$ cat src/logic/erh_pkg.sv
/*
  Constants and helpers for the ECC RAM wrapper that carries the
  spurious-write hazard after a corrected single-bit error.
  Assumes one clock domain and masters on the same clock.
*/
package erh_pkg;

  localparam int DATA_W = 32;
  localparam int SYN_W  = 6;
  localparam int CHK_W  = SYN_W + 1;
  localparam int CNT_W  = 8;

  localparam logic [1:0] CMD_READ = 2'h0;
  localparam logic [1:0] CMD_FULL = 2'h1;
  localparam logic [1:0] CMD_PART = 2'h2;

  localparam logic [1:0] KIND_OTHER     = 2'h0;
  localparam logic [1:0] KIND_MAILBOX   = 2'h1;
  localparam logic [1:0] KIND_LEVEL_TWO = 2'h2;

  localparam logic [CNT_W-1:0] SEC_CNT_RST = 8'h00;
  localparam logic [CNT_W-1:0] SEC_CNT_MAX = 8'hFF;

  typedef enum logic {ERH_IDLE, ERH_SPUR} erh_state_e;

  // Hamming position of data bit i, skipping powers of two
  function automatic logic [SYN_W-1:0] erh_pos(input int i);
    int n;
    logic [SYN_W-1:0] r;
    n = -1;
    r = '0;
    for (int p = 3; p < 64; p++) begin
      if ((p & (p - 1)) != 0) begin
        n++;
        if (n == i) r = p[SYN_W-1:0];
      end
    end
    return r;
  endfunction

  function automatic logic [DATA_W-1:0] erh_mask(input int j);
    logic [DATA_W-1:0] m;
    logic [SYN_W-1:0]  p;
    m = '0;
    for (int i = 0; i < DATA_W; i++) begin
      p    = erh_pos(i);
      m[i] = p[j];
    end
    return m;
  endfunction

endpackage

$ cat src/logic/erh_ram.sv
/*
  ECC RAM wrapper with the corrected-error spurious-write defect.
  Assumes masters on sys_clk hold a request until req_ready.
*/
`timescale 1ns/1ps
`default_nettype none
module erh_ram #(
  parameter int         ADDR_W   = 6,
  parameter logic [1:0] MEM_KIND = erh_pkg::KIND_MAILBOX
) (
  input  wire logic                          sys_clk,
  input  wire logic                          rst,
  input  wire logic                          ecc_en,
  input  wire logic                          req_valid,
  output logic                               req_ready,
  input  wire logic [1:0]                    req_cmd,
  input  wire logic [ADDR_W-1:0]             req_addr,
  input  wire logic [erh_pkg::DATA_W-1:0]    req_wdata,
  input  wire logic [erh_pkg::DATA_W/8-1:0]  req_be,
  input  wire logic [erh_pkg::DATA_W-1:0]    inj_flip,
  output logic                               rsp_valid,
  output logic      [erh_pkg::DATA_W-1:0]    rsp_rdata,
  output logic                               rsp_sec,
  output logic                               rsp_ded,
  output logic                               err_sec,
  output logic                               err_ded,
  output logic                               spur_wr,
  output logic      [ADDR_W-1:0]             spur_addr,
  output logic      [erh_pkg::CNT_W-1:0]     sec_count
);
  localparam int DW = erh_pkg::DATA_W;
  localparam int CW = erh_pkg::CHK_W;
  localparam int WW = DW + CW;
  localparam bit HAZ_ON = (MEM_KIND == erh_pkg::KIND_MAILBOX) ||
                          (MEM_KIND == erh_pkg::KIND_LEVEL_TWO);

  // No reset on storage; contents are undefined until written
  logic [WW-1:0] mem_q [2**ADDR_W];

  erh_pkg::erh_state_e state_q, state_d;
  logic                hz_q, hz_d;
  logic                hz_pw_q, hz_pw_d;
  logic                hz_wr_q, hz_wr_d;
  logic [DW-1:0]       hz_data_q, hz_data_d;
  logic [DW-1:0]       spur_data_q;
  logic [ADDR_W-1:0]   spur_addr_q;
  logic [ADDR_W-1:0]   last_wr_q;
  logic [erh_pkg::CNT_W-1:0] cnt_q;
  logic                rsp_valid_q, rsp_sec_q, rsp_ded_q, err_sec_q, err_ded_q;
  logic [DW-1:0]       rsp_rdata_q;

  // ----------------------------------------
  // Decode and array read
  // ----------------------------------------
  wire           accept   = req_valid && req_ready;
  wire           is_rd    = req_cmd == erh_pkg::CMD_READ;
  wire           is_fw    = req_cmd == erh_pkg::CMD_FULL;
  wire           is_pw    = req_cmd == erh_pkg::CMD_PART;
  wire           in_spur  = state_q == erh_pkg::ERH_SPUR;
  wire [WW-1:0]  rd_word  = mem_q[req_addr];
  wire [DW-1:0]  cor_data;
  wire           sec_raw;
  wire           ded_raw;
  wire [CW-1:0]  enc_chk;
  wire           arr_rd   = accept && (is_rd || is_pw);
  wire           sec_hit  = arr_rd && ecc_en && sec_raw;
  wire           ded_hit  = arr_rd && ecc_en && ded_raw;
  wire [DW-1:0]  use_data = ecc_en ? cor_data : rd_word[DW-1:0];
  wire [DW-1:0]  merged;
  wire           armed    = HAZ_ON && hz_q;
  wire           trig     = accept && is_pw && armed && (hz_pw_q || hz_wr_q);
  wire           consume  = arr_rd && armed;
  wire           do_wr    = (accept && (is_fw || is_pw)) || in_spur;
  wire [DW-1:0]  wr_clean = in_spur ? spur_data_q : (is_pw ? merged : req_wdata);
  wire [DW-1:0]  wr_flip  = in_spur ? '0 : inj_flip;
  wire [ADDR_W-1:0] wr_addr = in_spur ? spur_addr_q : req_addr;

  genvar b;
  generate
    for (b = 0; b < DW / 8; b++) begin : g_merge
      assign merged[b*8 +: 8] = req_be[b] ? req_wdata[b*8 +: 8] : use_data[b*8 +: 8];
    end
  endgenerate

  erh_secded u_codec (
    .enc_data (wr_clean),
    .enc_chk  (enc_chk),
    .dec_data (rd_word[DW-1:0]),
    .dec_chk  (rd_word[WW-1:DW]),
    .cor_data (cor_data),
    .sec      (sec_raw),
    .ded      (ded_raw)
  );

  // ----------------------------------------
  // Hazard tracking
  // ----------------------------------------
  assign req_ready = !in_spur;
  assign state_d   = trig ? erh_pkg::ERH_SPUR : erh_pkg::ERH_IDLE;
  // corrected error arms, set beats clear
  assign hz_d      = (HAZ_ON && sec_hit) || (hz_q && !consume);
  assign hz_pw_d   = sec_hit ? is_pw : hz_pw_q;
  // full writes keep the hazard alive
  assign hz_wr_d   = sec_hit ? 1'b0 : (hz_wr_q || (accept && is_fw && hz_q));
  assign hz_data_d = sec_hit ? use_data : hz_data_q;

  always_ff @(posedge sys_clk) begin
    if (rst) begin
      state_q <= erh_pkg::ERH_IDLE;
      hz_q    <= 1'b0;
      hz_pw_q <= 1'b0;
      hz_wr_q <= 1'b0;
    end else begin
      state_q <= state_d;
      hz_q    <= hz_d;
      hz_pw_q <= hz_pw_d;
      hz_wr_q <= hz_wr_d;
    end
  end

  // stale corrected data to last address
  always_ff @(posedge sys_clk) begin
    if (rst) begin
      hz_data_q   <= '0;
      spur_data_q <= '0;
      spur_addr_q <= '0;
      last_wr_q   <= '0;
    end else begin
      hz_data_q <= hz_data_d;
      if (trig) begin
        spur_data_q <= hz_data_q;
        spur_addr_q <= last_wr_q;
      end
      if (do_wr) last_wr_q <= wr_addr;
    end
  end

  always_ff @(posedge sys_clk) begin
    if (do_wr) mem_q[wr_addr] <= {enc_chk, wr_clean ^ wr_flip};
  end

  // ----------------------------------------
  // Responses and counter
  // ----------------------------------------
  always_ff @(posedge sys_clk) begin
    if (rst) begin
      rsp_valid_q <= 1'b0;
      rsp_rdata_q <= '0;
      rsp_sec_q   <= 1'b0;
      rsp_ded_q   <= 1'b0;
      err_sec_q   <= 1'b0;
      err_ded_q   <= 1'b0;
      cnt_q       <= erh_pkg::SEC_CNT_RST;
    end else begin
      rsp_valid_q <= accept && is_rd;
      if (accept && is_rd) rsp_rdata_q <= use_data;
      rsp_sec_q   <= sec_hit && is_rd;
      rsp_ded_q   <= ded_hit && is_rd;
      err_sec_q   <= sec_hit;
      err_ded_q   <= ded_hit;
      if (sec_hit && cnt_q != erh_pkg::SEC_CNT_MAX) cnt_q <= cnt_q + 1'b1;
    end
  end

  assign rsp_valid = rsp_valid_q;
  assign rsp_rdata = rsp_rdata_q;
  assign rsp_sec   = rsp_sec_q;
  assign rsp_ded   = rsp_ded_q;
  assign err_sec   = err_sec_q;
  assign err_ded   = err_ded_q;
  assign spur_wr   = in_spur;
  assign spur_addr = spur_addr_q;
  assign sec_count = cnt_q;
endmodule
`default_nettype wire

$ cat src/logic/erh_secded.sv
/*
  SECDED encoder and decoder, purely combinational.
  Assumes the caller registers whatever it needs.
*/
`timescale 1ns/1ps
`default_nettype none
module erh_secded (
  input  wire logic [erh_pkg::DATA_W-1:0] enc_data,
  output logic      [erh_pkg::CHK_W-1:0]  enc_chk,
  input  wire logic [erh_pkg::DATA_W-1:0] dec_data,
  input  wire logic [erh_pkg::CHK_W-1:0]  dec_chk,
  output logic      [erh_pkg::DATA_W-1:0] cor_data,
  output logic                            sec,
  output logic                            ded
);
  localparam int SW = erh_pkg::SYN_W;
  logic [SW-1:0]              syn;
  logic [erh_pkg::DATA_W-1:0] flip;
  logic                       par_bad;

  // ----------------------------------------
  // Check bits and syndrome
  // ----------------------------------------
  genvar j, i;
  generate
    for (j = 0; j < SW; j++) begin : g_chk
      assign enc_chk[j] = ^(enc_data & erh_pkg::erh_mask(j));
      assign syn[j]     = (^(dec_data & erh_pkg::erh_mask(j))) ^ dec_chk[j];
    end
    for (i = 0; i < erh_pkg::DATA_W; i++) begin : g_fix
      assign flip[i] = par_bad && (syn == erh_pkg::erh_pos(i));
    end
  endgenerate

  assign enc_chk[SW] = ^{enc_data, enc_chk[SW-1:0]};
  assign par_bad     = ^{dec_data, dec_chk};
  assign cor_data    = dec_data ^ flip;
  assign sec         = par_bad;
  assign ded         = !par_bad && (syn != '0);
endmodule
`default_nettype wire

$ cat config.mk
export PLATFORM = sky130hd
export DESIGN_NAME = erh_ram
export DESIGN_NICKNAME = d
export VERILOG_FILES = /design/src/logic/erh_pkg.sv /design/src/logic/erh_ram.sv /design/src/logic/erh_secded.sv
export SDC_FILE = /design/constraint.sdc
export NUM_CORES = 2
export LEC_CHECK = 0
export BUFFER_PORTS_ARGS = -buffer_cell sky130_fd_sc_hd__buf_2
export CORE_MARGIN = 2
export CORE_UTILIZATION = 63
export CTS_BUF_LIST = sky130_fd_sc_hd__clkbuf_16
export CTS_CLUSTER_SIZE = 30
export DETAILED_ROUTE_END_ITERATION = 8
export GPL_TIMING_DRIVEN = 1
export MAX_ROUTING_LAYER = met4
export PLACE_DENSITY = 0.8
export SLEW_MARGIN = 20
export SYNTH_ARGS = -nofsm -noshare
export SYNTH_HDL_FRONTEND = slang
export SYNTH_SLANG_ARGS = --single-unit
$ cat constraint.sdc
create_clock -name sys_clk -period 13.31 [get_ports sys_clk]
set_input_delay 0.6655 -clock sys_clk [delete_from_list [all_inputs] [get_ports sys_clk]]
set_output_delay 0.6655 -clock sys_clk [all_outputs]
set_load 0.02 [all_outputs]
==> flow_summary_export.csv <==
group,metric,value,unit
place,io_buffers,132,
grt,grt_pass1_vias,58400,
power,finalPower,20.6,mW
place,post-place-cells,7389,
timing,worstMarginPinSlew,1.41,ns
worst_setup_path,endpoint_kind,"flop",
logic_synthesis,synthCells,5173,
clocking,cts_tree,"done",
power,peakVddDrop,609,uV
clocking,ctsResizeCount,0,
clocking,post_cts_buffers,0,
grt,grt_use_total,0.412,
drt,wl_per_cell,42.6,um
layout,syn_to_final_growth,11.6,%
logic_synthesis,synth_top_area_share,0.720,
drt,first_pass_iters,8,
clocking,cts_buffers,239,
worst_setup_path,criticalPathCategory,"in -> reg",
logic_synthesis,synth_cell_types,93,
worst_setup_path,cp-start-kind,"input port",
clocking,cts_sinks,2621,
logic_synthesis,ys_seq_elements,2621,
floorplanning,fp.dieH,410,um
grt,antenna_found_initial,8,
power,power-per-cell-area,178,nW/um2
worst_setup_path,crit_path_max_fanout,65,
clocking,cts.path.max_buffers,3,
logic_synthesis,synth_top_cell_by_area,"edfxtp_1",
logic_synthesis,synthArstFlopShare,0,
logic_synthesis,syn_area_per_cell,20.1,um2
place,gp_congestion,0.958,
drt,wl,334,mm
clocking,cts.clk_slew.worst_paths,0.06,ns
timing,setup_viol,0,
layout,nNetsFinal,5525,
logic_synthesis,synth_top_flop_cell,"edfxtp_1",
timing,hold_viol,0,
worst_setup_path,cp.depth,23,
layout,drive_gt1_frac,0.259,
floorplanning,die_x,410,um
logic_synthesis,netlist_area,104000,um2
worst_setup_path,critPathMaxStageDelay,0.94,ns
clocking,holdBufCountCts,0,
drt,drtAntennaViolNets,0,
clocking,clk_latency,0.92,ns
logic_synthesis,synth_edf_count,2496,
worst_setup_path,crit_path_cell_trace,"buf_4, buf_4, buf_4, and3_1, nand3_1, o211a_1, nand4_1, a221o_1, xnor2_1, xnor3_1, xnor3_1, xor2_1, nor4_2, nand3_1, xor2_1, o21ai_0, a21boi_0, xnor2_1, xnor2_1, xnor2_1, xnor2_2, buf_4, xnor3_4",
timing,finalMaxSlewViolations,0,
floorplanning,core_area,164000,um2
worst_setup_path,r2r_slack,4.07,ns
min_path,hold_class,"in -> reg",
timing,period_share,0.767,
worst_setup_path,reg2reg_depth,19,
timing,fmaxAchievable,97.9,MHz
worst_setup_path,path_delay_family,"XOR/XNOR gates",
timing,hold_slack,0.249,ns
power,leakage,37.3,nW
clocking,cts_root_buf,"clkbuf_16",
worst_setup_path,path_buf_inv,4,
floorplanning,die_area,168000,um2
logic_synthesis,ys_warn_count,0,
drt,dr_total_vias,59200,
drt,drtIter0Drc,12600,
drt,drc,0,
floorplanning,num_io_pins,133,
run_status,status,"completed",
timing,slew_headroom,0.0588,
clocking,htree_levels,4,
floorplanning,start_util,0.633,
worst_setup_path,cp-startpoint,"req_addr[3]",
drt,routed_via_density,7.55,
timing,finClkSkew,0.0687,ns
worst_setup_path,rr_endpoint,"mem_q[45][38]",
layout,stdcell_count,7845,
floorplanning,rows,149,
worst_setup_path,timing.critical_path.slowest_stage_cell,"xnor3_4",
logic_synthesis,yosysSeqAreaShare,0.744,
worst_setup_path,worstPathRequired,13.79,ns
timing,period_minus_slack,10.21,ns
place,hpwl,171,mm
logic_synthesis,synthTopCellsByArea,"edfxtp_1 (72%), mux4_2 (13%), dfxtp_1 (2.4%), mux2i_1 (2.0%), nand2_1 (1.1%)",
logic_synthesis,syn_nets,5257,
grt,grt-ovfl-total,0,
worst_setup_path,cp-endpoint,"mem_q[45][38]",
grt,grt_max_degree,110,
grt,grt_pass1_wl,459,mm
run,cap_violations,0,
worst_setup_path,cp_data_arrival_time,10.69,ns
timing,setup-tns-final,0,ns
worst_setup_path,regToRegStartpoint,"mem_q[31][22]",
timing,grt_setup_unrepaired,"false",
## registers in the layout (all words and copies together), names as in the netlist
register and cells:
hz_wr_q 1, spur_wr 1, rsp_ded 1, armed 1, sec_count 8, err_sec 1
err_ded 1, rsp_valid 1, spur_addr 6, rsp_rdata 32, rsp_sec 1, hz_pw_q 1
spur_data_q 32, hz_data_q 32, last_wr_q 6, mem_q 2496
## cells in the mapped netlist (18+ instances only)
master    count
mux2_2       25
dfxtp_1     125
mux2i_1     210
mux4_2      580
nand4_1      24
a21oi_1     128
xor2_1       68
a22o_1       42
buf_2        69
nand2_1     300
edfxtp_1   2496
nand3_1      50
clkbuf_1    104
buf_6        51
nor2_1      161
o22ai_1      35
xnor3_1      22
xnor2_1      87
buf_4        41
o221ai_1     21
a211oi_1     22
nor3_1       22
buf_1        18
o21ai_0      76
a22oi_1     112
## cell families after synthesis
logic type      synth area share
compound gates            0.0362
buf+inv                   0.0179
flops                      0.744
simple gates              0.0300
fa+ha+maj               0.000481
mux                        0.150
xor+xnor                  0.0207
## metal layers
layer  part of all wire  global-route usage  vias to the layer above  wire, um
met5                  0                   -                        -         0
met4              0.081               0.250                        0     26900
met3               0.17               0.138                     1549     56300
met2               0.45               0.590                     6442    149000
met1               0.30               0.514                    29400    102000
li1                   -                   -                    21800         -
## worst register-to-register path: cells and delay by family, from the launching register on
family | cells | cell delay, ns
simple gates | 3 | 1.37
buf+inv | 1 | 0.59
flops | 1 | 0.43
compound gates | 2 | 0.59
xor+xnor | 10 | 4.01
mux | 3 | 1.74
## report_power, final
group | internal [mW] | switching, mW | leakage [nW]
clock network | 3.91 | 3.14 | 4.05
registers | 10.2 | 0.0357 | 23.5
logic | 0.799 | 2.55 | 9.82
## per-stage QoR
step           setup WS (ns)   util  instance area [um2]
6_report                3.10  0.707               116000
3_5_place_dp            2.52  0.658               108000
4_1_cts                 3.36  0.706               116000
5_1_grt                 3.14  0.707               116000
2_1_floorplan           3.64      -               104000
3_3_place_gp            1.79  0.658               108000
## layout by cell type (no fill, tap or decap), types with 65 or more instances in the layout
| cell | netlist | final |
|---|---|---|
| edfxtp_1 | 2496 | 2496 |
| mux4_2 | 580 | 580 |
| nand2_1 | 300 | 299 |
| clkbuf_16 | 0 | 244 |
| mux2i_1 | 210 | 210 |
| buf_4 | 41 | 176 |
| buf_2 | 69 | 129 |
| a21oi_1 | 128 | 127 |
| dfxtp_1 | 125 | 124 |
| a22oi_1 | 112 | 112 |
| nor2_1 | 161 | 92 |
| xnor2_1 | 87 | 82 |
| xor2_1 | 68 | 68 |
| nor2_4 | 0 | 65 |
## final cells by class
cell class | count | area [um2]
inverters | 14 | 52.6
multi-input cells | 2247 | 25700
well taps | 2189 | 2740
clock buffers | 244 | 6110
flip-flops and latches | 2621 | 77500
clock inverters | 202 | 1900
fillers | 9116 | 48200
diodes | 10 | 25.0
repair buffers | 318 | 2210
## how the worst min path moves through the flow
stage,from,end,slack [ns],depth (start not counted)
6_report,req_cmd[0],hz_wr_q,0.25,4
5_1_grt,req_cmd[0],hz_wr_q,0.28,4
4_1_cts,req_cmd[0],hz_wr_q,0.21,4
3_5_place_dp,hz_data_q[27],hz_data_q[27],0.44,2
3_3_place_gp,hz_data_q[15],hz_data_q[15],0.43,2
2_1_floorplan,hz_data_q[0],hz_data_q[0],0.42,2
Note: power is estimated with default switching activity, not from simulation.
